### src/core/udd_unit_fix.sv
// Spare source unit, intentionally holds no logic
`default_nettype none
`default_nettype wire

### src/core/udd_pkg.sv
// Shared constants and types of the divide and difference unit
`default_nettype none
package udd_pkg;
    // Datapath and bus widths
    localparam int UDD_XLEN   = 32;
    localparam int UDD_GPR_W  = 5;
    localparam int UDD_AXI_AW = 8;
    // Instruction layout, bit 0 of the word is the record bit
    localparam logic [5:0] UDD_PRIMARY_OP = 6'h1f;
    localparam logic [8:0] UDD_XO_DIVU    = 9'h1cb;
    localparam logic [8:0] UDD_XO_DOZ     = 9'h108;
    localparam int UDD_OPC_LSB  = 26;
    localparam int UDD_TGT_LSB  = 21;
    localparam int UDD_OE_BIT   = 10;
    localparam int UDD_XO_LSB   = 1;
    localparam int UDD_RC_BIT   = 0;
    // Register offsets
    localparam logic [7:0] UDD_EXC_OFS   = 8'h00;
    localparam logic [7:0] UDD_CR0_OFS   = 8'h04;
    localparam logic [7:0] UDD_ISTS_OFS  = 8'h08;
    localparam logic [7:0] UDD_IMASK_OFS = 8'h0c;
    // Exception register fields
    localparam int UDD_EXC_W  = 3;
    localparam int UDD_CA_BIT = 0;
    localparam int UDD_OV_BIT = 1;
    localparam int UDD_SO_BIT = 2;
    // Condition field 0 fields
    localparam int UDD_CR0_W = 4;
    // Interrupt event bits
    localparam int UDD_NEV      = 4;
    localparam int UDD_EV_OVF   = 0;
    localparam int UDD_EV_DZERO = 1;
    localparam int UDD_EV_UNSUP = 2;
    localparam int UDD_EV_DONE  = 3;
    // Reset values
    localparam logic [2:0] UDD_EXC_RST   = 3'h0;
    localparam logic [3:0] UDD_CR0_RST   = 4'h0;
    localparam logic [3:0] UDD_IMASK_RST = 4'h0;
    // Bus responses
    localparam logic [1:0] UDD_RESP_OKAY   = 2'h0;
    localparam logic [1:0] UDD_RESP_SLVERR = 2'h2;
    // Sequencer states
    typedef enum logic [2:0] {
        UDD_S_IDLE = 3'h1,
        UDD_S_DIV  = 3'h2,
        UDD_S_WB   = 3'h4
    } udd_state_t;
endpackage : udd_pkg
`default_nettype wire

### src/core/udd_div_if.sv
// Request and answer bundle between sequencer and divider
`timescale 1ns/100ps
`default_nettype none
interface udd_div_if #(
    parameter int WIDTH = 32
);
    logic             start;
    logic [WIDTH-1:0] dividend;
    logic [WIDTH-1:0] divisor;
    logic [WIDTH-1:0] quotient;
    logic             done;
    modport req (output start, dividend, divisor, input quotient, done);
    modport srv (input start, dividend, divisor, output quotient, done);
endinterface : udd_div_if
`default_nettype wire

### src/core/udd_unit.sv
// Unsigned word divide and difference-or-zero execution unit
//
// Contract
// - Divide writes the unsigned quotient of first by second source.
// - A zero divisor leaves an arbitrary value in the target.
// - With record set, divide judges the quotient as signed for cr0.
// - With range check set, overflow and summary overflow update.
// - With record set, cr0 takes lt, gt, zero and summary copy.
// - Divide has four variants from the range check and record bits.
// - No divide variant touches the ripple out flag.
// - Difference-or-zero forms not first plus one plus second.
// - If first is signed greater than second, the result is zero.
// - Difference overflow flags only a positive overflow.
// - Difference never touches ripple out; same four variants.
// - One target and two sources; first is dividend, second divisor.
`timescale 1ns/100ps
`default_nettype none
module udd_unit
    import udd_pkg::*;
#(
    parameter int XLEN = UDD_XLEN
) (
    // Clock and reset
    input  wire logic                  aclk,
    input  wire logic                  aresetn,
    // Issue from the decoder
    input  wire logic                  issue_valid,
    output logic                       issue_ready,
    input  wire logic [31:0]           instr_word,
    input  wire logic [XLEN-1:0]       first_source_value,
    input  wire logic [XLEN-1:0]       second_source_value,
    // Result back to the register file
    output logic                       wb_valid,
    output logic [UDD_GPR_W-1:0]       target_gpr,
    output logic [XLEN-1:0]            wb_data,
    // Exception and condition flags
    output logic                       ripple_out_flag,
    output logic                       result_out_of_range_flag,
    output logic                       summary_overflow_flag,
    output logic                       less_than_flag,
    output logic                       greater_than_flag,
    output logic                       zero_result_flag,
    output logic                       cr0_summary_flag,
    // AXI4-Lite slave
    input  wire logic                  s_axi_awvalid,
    output logic                       s_axi_awready,
    input  wire logic [UDD_AXI_AW-1:0] s_axi_awaddr,
    input  wire logic                  s_axi_wvalid,
    output logic                       s_axi_wready,
    input  wire logic [31:0]           s_axi_wdata,
    input  wire logic [3:0]            s_axi_wstrb,
    output logic                       s_axi_bvalid,
    input  wire logic                  s_axi_bready,
    output logic [1:0]                 s_axi_bresp,
    input  wire logic                  s_axi_arvalid,
    output logic                       s_axi_arready,
    input  wire logic [UDD_AXI_AW-1:0] s_axi_araddr,
    output logic                       s_axi_rvalid,
    input  wire logic                  s_axi_rready,
    output logic [31:0]                s_axi_rdata,
    output logic [1:0]                 s_axi_rresp,
    // Interrupt
    output logic                       irq
);
    // Signed judgement of a result into lt, gt, zero and summary copy
    function automatic logic [3:0] udd_cr0_judge(
        input logic [XLEN-1:0] v,
        input logic            so
    );
        udd_cr0_judge = {v[XLEN-1], !v[XLEN-1] && (v != '0), v == '0, so};
    endfunction : udd_cr0_judge

    // Offsets that answer OKAY on the bus; any other offset gets SLVERR
    function automatic logic udd_reg_known(input logic [UDD_AXI_AW-1:0] a);
        udd_reg_known = (a == UDD_EXC_OFS) || (a == UDD_CR0_OFS) ||
                        (a == UDD_ISTS_OFS) || (a == UDD_IMASK_OFS);
    endfunction : udd_reg_known

    udd_state_t               state_reg;
    logic [UDD_GPR_W-1:0]     tgt_reg;
    logic                     oe_reg;
    logic                     rc_reg;
    logic                     isdiv_reg;
    logic                     ovf_reg;
    logic                     dz_reg;
    logic [XLEN-1:0]          res_reg;
    logic [XLEN-1:0]          opa_reg;
    logic [XLEN-1:0]          opb_reg;
    logic [UDD_EXC_W-1:0]     exc_reg;
    logic [UDD_CR0_W-1:0]     cr0_reg;
    logic [UDD_NEV-1:0]       ists_reg;
    logic [UDD_NEV-1:0]       imask_reg;
    logic [UDD_NEV-1:0]       ev;
    logic                     aw_got_reg;
    logic                     w_got_reg;
    logic [UDD_AXI_AW-1:0]    awaddr_reg;
    logic [UDD_EXC_W-1:0]     wdata_reg;
    logic [UDD_NEV-1:0]       wmask_reg;
    logic                     wlane_reg;
    logic                     bvalid_reg;
    logic [1:0]               bresp_reg;
    logic                     rvalid_reg;
    logic [31:0]              rdata_reg;
    logic [1:0]               rresp_reg;
    logic [31:0]              rd_word;

    udd_div_if #(.WIDTH(XLEN)) div_bus ();

    udd_divider #(
        .WIDTH   (XLEN)
    ) u_divider (
        .aclk    (aclk),
        .aresetn (aresetn),
        .div     (div_bus.srv)
    );

    // Instruction field decode
    wire logic [5:0] opc      = instr_word[UDD_OPC_LSB +: 6];
    wire logic [8:0] xo       = instr_word[UDD_XO_LSB +: 9];
    wire logic is_primary     = (opc == UDD_PRIMARY_OP);
    wire logic is_divu        = is_primary && (xo == UDD_XO_DIVU);
    wire logic is_doz         = is_primary && (xo == UDD_XO_DOZ);
    wire logic op_ok          = is_divu || is_doz;
    wire logic issue_fire     = issue_valid && issue_ready;
    wire logic divisor_zero   = (second_source_value == '0);

    // Difference-or-zero datapath, finished in the issue cycle
    wire logic [XLEN-1:0] doz_diff =
        ~first_source_value + second_source_value + XLEN'(1);
    wire logic doz_gt =
        $signed(first_source_value) > $signed(second_source_value);
    wire logic [XLEN-1:0] doz_res = doz_gt ? '0 : doz_diff;
    // Only a negative first and non-negative second can wrap upward
    wire logic doz_ovf = !second_source_value[XLEN-1] &&
                         first_source_value[XLEN-1] &&
                         doz_diff[XLEN-1];

    // Divider request straight from the issue operands
    assign div_bus.start    = issue_fire && is_divu;
    assign div_bus.dividend = first_source_value;
    assign div_bus.divisor  = second_source_value;

    // Handshake and writeback outputs
    assign issue_ready = (state_reg == UDD_S_IDLE);
    assign wb_valid    = (state_reg == UDD_S_WB);
    assign target_gpr  = tgt_reg;
    assign wb_data     = res_reg;

    // Sequencer; unknown instructions are accepted and dropped
    always_ff @(posedge aclk) begin
        if (!aresetn) begin
            state_reg <= UDD_S_IDLE;
        end else begin
            case (state_reg)
                UDD_S_IDLE: begin
                    if (issue_fire && op_ok) begin
                        state_reg <= is_divu ? UDD_S_DIV : UDD_S_WB;
                    end
                end
                UDD_S_DIV: begin
                    if (div_bus.done) begin
                        state_reg <= UDD_S_WB;
                    end
                end
                UDD_S_WB:  state_reg <= UDD_S_IDLE;
                default:   state_reg <= UDD_S_IDLE;
            endcase
        end
    end

    // Capture of the operation and its result
    always_ff @(posedge aclk) begin
        if (!aresetn) begin
            tgt_reg   <= '0;
            oe_reg    <= 1'h0;
            rc_reg    <= 1'h0;
            isdiv_reg <= 1'h0;
            ovf_reg   <= 1'h0;
            dz_reg    <= 1'h0;
            res_reg   <= '0;
            opa_reg   <= '0;
            opb_reg   <= '0;
        end else if (issue_fire && op_ok) begin
            tgt_reg   <= instr_word[UDD_TGT_LSB +: UDD_GPR_W];
            oe_reg    <= instr_word[UDD_OE_BIT];
            rc_reg    <= instr_word[UDD_RC_BIT];
            isdiv_reg <= is_divu;
            // A zero divisor counts as the divide's overflow
            ovf_reg   <= is_divu ? divisor_zero : doz_ovf;
            dz_reg    <= is_divu && divisor_zero;
            res_reg   <= doz_res;
            opa_reg   <= first_source_value;
            opb_reg   <= second_source_value;
        end else if (state_reg == UDD_S_DIV && div_bus.done) begin
            res_reg   <= div_bus.quotient;
        end
    end

    // Flag update terms
    wire logic ovf_hit = wb_valid && oe_reg && ovf_reg;
    wire logic so_next = exc_reg[UDD_SO_BIT] || ovf_hit;
    wire logic wr_go   = aw_got_reg && w_got_reg && !bvalid_reg;
    wire logic exc_wr_en =
        wr_go && wlane_reg && (awaddr_reg == UDD_EXC_OFS);
    wire logic imask_wr_en =
        wr_go && wlane_reg && (awaddr_reg == UDD_IMASK_OFS);

    // Exception register; hardware update wins over a software write
    always_ff @(posedge aclk) begin
        if (!aresetn) begin
            exc_reg <= UDD_EXC_RST;
        end else begin
            if (exc_wr_en) begin
                exc_reg <= wdata_reg;
            end
            if (wb_valid && oe_reg) begin
                exc_reg[UDD_OV_BIT] <= ovf_reg;
                exc_reg[UDD_SO_BIT] <= so_next;
            end
        end
    end

    // Condition field 0, written only by recording variants
    always_ff @(posedge aclk) begin
        if (!aresetn) begin
            cr0_reg <= UDD_CR0_RST;
        end else if (wb_valid && rc_reg) begin
            cr0_reg <= udd_cr0_judge(res_reg, so_next);
        end
    end

    // Ripple out is only ever software's; no operation writes it
    assign ripple_out_flag          = exc_reg[UDD_CA_BIT];
    assign result_out_of_range_flag = exc_reg[UDD_OV_BIT];
    assign summary_overflow_flag    = exc_reg[UDD_SO_BIT];
    assign less_than_flag           = cr0_reg[3];
    assign greater_than_flag        = cr0_reg[2];
    assign zero_result_flag         = cr0_reg[1];
    assign cr0_summary_flag         = cr0_reg[0];

    // Interrupt events
    assign ev[UDD_EV_OVF]   = ovf_hit;
    assign ev[UDD_EV_DZERO] = wb_valid && isdiv_reg && dz_reg;
    assign ev[UDD_EV_UNSUP] = issue_fire && !op_ok;
    assign ev[UDD_EV_DONE]  = wb_valid;

    wire logic ar_fire  = s_axi_arvalid && s_axi_arready;
    wire logic ists_clr = ar_fire && (s_axi_araddr == UDD_ISTS_OFS);

    // Sticky status, read clears, a new event in that cycle survives
    always_ff @(posedge aclk) begin
        if (!aresetn) begin
            ists_reg  <= '0;
            imask_reg <= UDD_IMASK_RST;
        end else begin
            ists_reg <= (ists_clr ? '0 : ists_reg) | ev;
            if (imask_wr_en) begin
                imask_reg <= wmask_reg;
            end
        end
    end

    assign irq = |(ists_reg & imask_reg);

    // Write channels, address and data taken in either order
    assign s_axi_awready = !aw_got_reg && !bvalid_reg;
    assign s_axi_wready  = !w_got_reg && !bvalid_reg;
    assign s_axi_bvalid  = bvalid_reg;
    assign s_axi_bresp   = bresp_reg;

    // Capture of write address, write data and response
    always_ff @(posedge aclk) begin
        if (!aresetn) begin
            aw_got_reg <= 1'h0;
            w_got_reg  <= 1'h0;
            awaddr_reg <= '0;
            wdata_reg  <= '0;
            wmask_reg  <= '0;
            wlane_reg  <= 1'h0;
            bvalid_reg <= 1'h0;
            bresp_reg  <= UDD_RESP_OKAY;
        end else begin
            if (s_axi_awvalid && s_axi_awready) begin
                aw_got_reg <= 1'h1;
                awaddr_reg <= s_axi_awaddr;
            end
            if (s_axi_wvalid && s_axi_wready) begin
                w_got_reg <= 1'h1;
                wdata_reg <= s_axi_wdata[UDD_EXC_W-1:0];
                wmask_reg <= s_axi_wdata[UDD_NEV-1:0];
                // Fields sit in the low byte, other lanes are dropped
                wlane_reg <= s_axi_wstrb[0];
            end
            if (wr_go) begin
                aw_got_reg <= 1'h0;
                w_got_reg  <= 1'h0;
                bvalid_reg <= 1'h1;
                bresp_reg  <= udd_reg_known(awaddr_reg) ?
                              UDD_RESP_OKAY : UDD_RESP_SLVERR;
            end else if (s_axi_bready) begin
                bvalid_reg <= 1'h0;
            end
        end
    end

    // Read word selection
    always_comb begin
        case (s_axi_araddr)
            UDD_EXC_OFS:   rd_word = {29'h0, exc_reg};
            UDD_CR0_OFS:   rd_word = {28'h0, cr0_reg};
            UDD_ISTS_OFS:  rd_word = {28'h0, ists_reg};
            UDD_IMASK_OFS: rd_word = {28'h0, imask_reg};
            default:       rd_word = 32'h0;
        endcase
    end

    assign s_axi_arready = !rvalid_reg;
    assign s_axi_rvalid  = rvalid_reg;
    assign s_axi_rdata   = rdata_reg;
    assign s_axi_rresp   = rresp_reg;

    // Read answer held until taken
    always_ff @(posedge aclk) begin
        if (!aresetn) begin
            rvalid_reg <= 1'h0;
            rdata_reg  <= 32'h0;
            rresp_reg  <= UDD_RESP_OKAY;
        end else if (ar_fire) begin
            rvalid_reg <= 1'h1;
            rdata_reg  <= rd_word;
            rresp_reg  <= udd_reg_known(s_axi_araddr) ?
                          UDD_RESP_OKAY : UDD_RESP_SLVERR;
        end else if (s_axi_rready) begin
            rvalid_reg <= 1'h0;
        end
    end

    // Quotient matches the latched operands whenever it is defined
    property p_div_quot;
        @(posedge aclk) disable iff (!aresetn)
        (wb_valid && isdiv_reg && opb_reg != '0) |->
            wb_data == opa_reg / opb_reg;
    endproperty
    a_div_quot: assert property (p_div_quot)
        else $error("quotient wrong");

    property p_cr0_signed;
        @(posedge aclk) disable iff (!aresetn)
        (wb_valid && rc_reg) |=> (less_than_flag == res_reg[XLEN-1]) &&
            (zero_result_flag == (res_reg == '0)) &&
            (cr0_summary_flag == summary_overflow_flag);
    endproperty
    a_cr0_signed: assert property (p_cr0_signed)
        else $error("cr0 not judged as signed");

    property p_cr0_hold;
        @(posedge aclk) disable iff (!aresetn)
        (wb_valid && !rc_reg) |=> $stable(cr0_reg);
    endproperty
    a_cr0_hold: assert property (p_cr0_hold)
        else $error("cr0 changed without record");

    property p_ov_hold;
        @(posedge aclk) disable iff (!aresetn)
        (wb_valid && !oe_reg && !exc_wr_en) |=> $stable(exc_reg);
    endproperty
    a_ov_hold: assert property (p_ov_hold)
        else $error("overflow flags changed without range check");

    property p_ov_set;
        @(posedge aclk) disable iff (!aresetn)
        (wb_valid && oe_reg && ovf_reg) |=>
            result_out_of_range_flag && summary_overflow_flag;
    endproperty
    a_ov_set: assert property (p_ov_set)
        else $error("overflow not recorded");

    property p_ca_stable;
        @(posedge aclk) disable iff (!aresetn)
        !exc_wr_en |=> $stable(ripple_out_flag);
    endproperty
    a_ca_stable: assert property (p_ca_stable)
        else $error("ripple out changed by an operation");

    property p_doz_zero;
        @(posedge aclk) disable iff (!aresetn)
        (wb_valid && !isdiv_reg && $signed(opa_reg) > $signed(opb_reg))
            |-> wb_data == '0;
    endproperty
    a_doz_zero: assert property (p_doz_zero)
        else $error("difference not clamped to zero");

    property p_doz_diff;
        @(posedge aclk) disable iff (!aresetn)
        (wb_valid && !isdiv_reg && $signed(opa_reg) <= $signed(opb_reg))
            |-> wb_data == XLEN'(opb_reg - opa_reg);
    endproperty
    a_doz_diff: assert property (p_doz_diff)
        else $error("difference wrong");

    property p_doz_ovf;
        @(posedge aclk) disable iff (!aresetn)
        (wb_valid && !isdiv_reg) |-> ovf_reg == (!opb_reg[XLEN-1] &&
            opa_reg[XLEN-1] && wb_data[XLEN-1]);
    endproperty
    a_doz_ovf: assert property (p_doz_ovf)
        else $error("difference overflow misjudged");

    property p_unsup_drop;
        @(posedge aclk) disable iff (!aresetn)
        (issue_fire && !op_ok) |=> issue_ready && !wb_valid;
    endproperty
    a_unsup_drop: assert property (p_unsup_drop)
        else $error("unknown instruction executed");

endmodule : udd_unit
`default_nettype wire

### src/core/udd_divider.sv
// Iterative restoring unsigned divider, one quotient bit per cycle
`timescale 1ns/100ps
`default_nettype none
module udd_divider
    import udd_pkg::*;
#(
    parameter int WIDTH = UDD_XLEN
) (
    // Clock and reset
    input wire logic aclk,
    input wire logic aresetn,
    // Divide request and answer
    udd_div_if.srv   div
);
    localparam int CNT_W = $clog2(WIDTH + 1);

    logic [WIDTH:0]   rem_reg;
    logic [WIDTH-1:0] quo_reg;
    logic [WIDTH-1:0] dvs_reg;
    logic [CNT_W-1:0] cnt_reg;
    logic             busy_reg;
    logic             done_reg;

    // Trial subtraction; a zero divisor always fits, giving all ones
    wire logic [WIDTH:0] shifted = {rem_reg[WIDTH-1:0], quo_reg[WIDTH-1]};
    wire logic [WIDTH:0] trial   = shifted - {1'h0, dvs_reg};
    wire logic           fits    = !trial[WIDTH];
    wire logic           last    = (cnt_reg == CNT_W'(1));

    // Operands are latched so the requester may change them after start
    always_ff @(posedge aclk) begin
        if (!aresetn) begin
            rem_reg  <= '0;
            quo_reg  <= '0;
            dvs_reg  <= '0;
            cnt_reg  <= '0;
            busy_reg <= 1'h0;
            done_reg <= 1'h0;
        end else begin
            done_reg <= busy_reg && last;
            if (div.start) begin
                rem_reg  <= '0;
                quo_reg  <= div.dividend;
                dvs_reg  <= div.divisor;
                cnt_reg  <= CNT_W'(WIDTH);
                busy_reg <= 1'h1;
            end else if (busy_reg) begin
                rem_reg  <= fits ? trial : shifted;
                quo_reg  <= {quo_reg[WIDTH-2:0], fits};
                cnt_reg  <= cnt_reg - CNT_W'(1);
                busy_reg <= !last;
            end
        end
    end

    assign div.quotient = quo_reg;
    assign div.done     = done_reg;

    // Answer comes a fixed 33 edges after start for the 32-bit build
    property p_div_latency;
        @(posedge aclk) disable iff (!aresetn)
        div.start |-> ##33 div.done;
    endproperty
    a_div_latency: assert property (p_div_latency)
        else $error("divider answer not on time");

endmodule : udd_divider
`default_nettype wire

### config.mk
export PLATFORM = sky130hd
export DESIGN_NAME = udd_unit
export DESIGN_NICKNAME = d
export VERILOG_FILES = /design/src/core/udd_unit_fix.sv /design/src/core/udd_pkg.sv /design/src/core/udd_div_if.sv /design/src/core/udd_unit.sv /design/src/core/udd_divider.sv
export SDC_FILE = /design/constraint.sdc
export NUM_CORES = 1
export LEC_CHECK = 0
export ABC_AREA = 1
export ABC_CLOCK_PERIOD_IN_PS = 2230
export BUFFER_PORTS_ARGS = -buffer_cell sky130_fd_sc_hd__clkbuf_2
export CORE_MARGIN = 2
export CORE_UTILIZATION = 30
export DETAILED_ROUTE_END_ITERATION = 8
export PLACE_DENSITY = 0.6
export SYNTH_ARGS = -nofsm -noshare
export SYNTH_HDL_FRONTEND = slang
export SYNTH_SLANG_ARGS = --single-unit
### constraint.sdc
create_clock -name aclk -period 2.23 [get_ports aclk]
set_input_delay 0 -clock aclk [delete_from_list [all_inputs] [get_ports aclk]]
set_output_delay 0 -clock aclk [all_outputs]
set_load 0.01 [all_outputs]
==> metrics <==
Area growth syn-to-layout 36.2%; # setup viols final 1; area share of fa/ha/maj cells after synthesis under 10%; initial antenna violation count 0; worst rel slew slack a little over half; fill count 4782; violated checks setup timing; worst setup margin -0.00831 ns; wire per inst 16.9 um; drt first pass iters 7; die area approximately 47000 um2; Placer Congestion about 1.0; CP required between 2 and 3 ns; Clk pin slew, worst setup/hold paths approximately 0.07 ns; maxcap violations 0; Psw 2.45 mW; post-DP HPWL approximately 40000 um; Critical Path Sink Type register; dpl cells approximately 3000; Worst VDD drop between 500 and 600 uV; ANT nets after route 0; Synth Area in Compound Gates approximately a fifth; Comb power frac 18.2%; status complete, but fails checks; CTS tree built; Synth Area per Inst around 6.4 um2; Yosys Warn Count 0; pin count of the biggest net entering global routing approximately 100; Sinks on Clock Net about 190; Max clock buf depth 2; post-synthesis mux area share 0%; Hold Crit Class input port to register; Congestion Overflow GR 0; Slew @ Worst Pin 0.678 ns; switching share of power a little under a third; total negative setup slack -0.00831 ns; share of post-route cells with drive strength above 1 between 20% and 30%; level count of the clock H-tree 4; Seq pwr share 42.1%; Core Box Area around 45000 um2; share of synthesized registers carrying an async set or reset 0%; Die Wd ~220 um; crit start category register; Non-Filler Instances 3120; WHS roughly 0.010 ns; synth unique cells 50; num rows 78; number of synthesized flops with an enable pin 0; sequential area share after synthesis 27.5%; main combinational cell family by area after synthesis simple AND/OR/NAND/NOR gates; pwr/cell area around 430 nW/um2; clk_skew 0.0195 ns; Cells after Synth between 2000 and 2500; RSZ-0062 raised after global routing yes; detailed-route DRC error count 0; final cycle utilization of the critical path 100%; Top FF cell, synth dfxtp_1; vias in the first global route about 15000; synthesized flop and latch total ~190; Cell Int Power 5.60 mW; fmax ~0.45 GHz; DRT iter0 DRCs between 1000 and 1500; Crit Path Max Fanout 7; Initial Utilization between 30% and 40%; CP arrival 2.57 ns; I/O Buffers roughly 170; Post-Synth Simple-Gate Area about 28%; leakage about 9.0 nW; Mapped Area about 14000 um2; Num CTS Buffers 17; most common cell after layout, fill and taps aside nand2_1; most frequent cells in the layout nand2_1, inv_1, dfxtp_1; critical setup path kind register to register; DR vias/cell ~5.0; Total Wirelength ~53000 um; GRT Total Usage between 20% and 30%; Worst-Skew Late Latency 0.46 ns; nets@finish ~2800; fin crit period around 2.2 ns; die height 217 um; post-synthesis xor/xnor area fraction between 2 and 2.5%; first-pass GRT wire length 80900 um; Root Buffer clkbuf_16; Hold Vio Cnt, Final 0; vias between 15000 and 20000; I/O Pins 244; clock power share between 30% and 40%; n_diodes 0; fin. max-slew vios 0
-- layout make-up --
class	instances	area [um2]	area share, %
inverter	368	1390	7.48
tap	600	751	4.05
sequential	187	3750	20.2
clock buffer	18	439	2.37
clock inverter	14	174	0.938
multi-input combinational	1514	8890	47.9
timing repair buffer	419	3150	17.0
-- what timing repair did --
action                     in CTS  in global routing
resized for setup              77                131
buffers inserted                7                  8
setup endpoints to repair      33                 72
gates cloned                    5                  0
hold endpoints to repair       78                  0
pin swaps                      22                 23
hold buffers                   90                  0
-- per-layer routing --
layer | track usage, % | vias up | routed length, um
li1 | - | 7620 | -
met1 | 28.8 | 7299 | 24200
met2 | 36.8 | 442 | 24600
met3 | 2.81 | 86 | 2420
met4 | 8.24 | 0 | 1640
met5 | 0 | - | 0
-- stage by stage --
stage	power [mW]	util (%)	cell area, um2	worst slack [ns]
detailed placement	4.71	35.4	15900	-0.144
global route	8.36	41.1	18500	-0.0807
finish	8.05	41.1	18500	-0.00831
floorplan	4.22	-	13700	0.00756
CTS	8.03	39.9	18000	-0.0333
global placement	4.70	35.4	15900	-0.143
-- worst max-delay path, stage by stage (launching register included) --
cell and delay (ns):
dfxtp_1 0.42, ha_4 0.24, inv_1 0.08, o21ai_1 0.08
a21oi_1 0.19, nand2_1 0.12, a21oi_4 0.23, nand3_4 0.23
buf_6 0.21, nand2_8 0.10, nand2_2 0.07, nand3_2 0.07
a21oi_2 0.07
-- power by group through the flow --
stage	Combinational, mW	Sequential (mW)	Clock (mW)
2_1_floorplan	0.752	3.46	0
3_3_place_gp	1.23	3.46	0
3_5_place_dp	1.25	3.46	0
4_1_cts	1.39	3.39	3.25
5_1_grt	1.60	3.39	3.37
6_report	1.47	3.39	3.19
-- synthesized netlist by cell type, drive strengths merged (23+ instances only) --
cell type	n	share of area (%)
nand2	495	14
nor4	23	1.1
o21ai	183	6.7
clkbuf	36	0.99
nand3	146	5.6
nand4	32	1.5
buf	62	3.1
inv	366	10
nor2	155	4.5
dfxtp	187	28
a21oi	215	8.1
ha	97	8.9
-- final timing paths --
path / slack (ns) / cells past startpoint / to / startpoint
hold / removal: 0.01 / 4 / u_divider.dvs_reg[27]$_SDFFE_PN0P_ / second_source_value[27]
hold reg to reg: 0.46 / 2 / oe_reg$_SDFFE_PN0P_ / oe_reg$_SDFFE_PN0P_
setup / recovery: -0.008 / 12 / u_divider.rem_reg[24]$_SDFFE_PP0P_ / u_divider.rem_reg[28]$_SDFFE_PP0P_
setup reg to reg: -0.008 / 12 / u_divider.rem_reg[24]$_SDFFE_PP0P_ / u_divider.rem_reg[28]$_SDFFE_PP0P_
-- kinds of logic (layout without fill, tap and decap cells) --
group,count (synthesis),in the layout
AND/OR/NAND/NOR,884,887
flip-flops,187,187
XOR/XNOR,33,33
adder cells (fa/ha/maj),99,99
AO/OA/AOI/OAI,465,465
other,1,30
buffers and inverters,466,819
(Power assumes the default switching activity.)
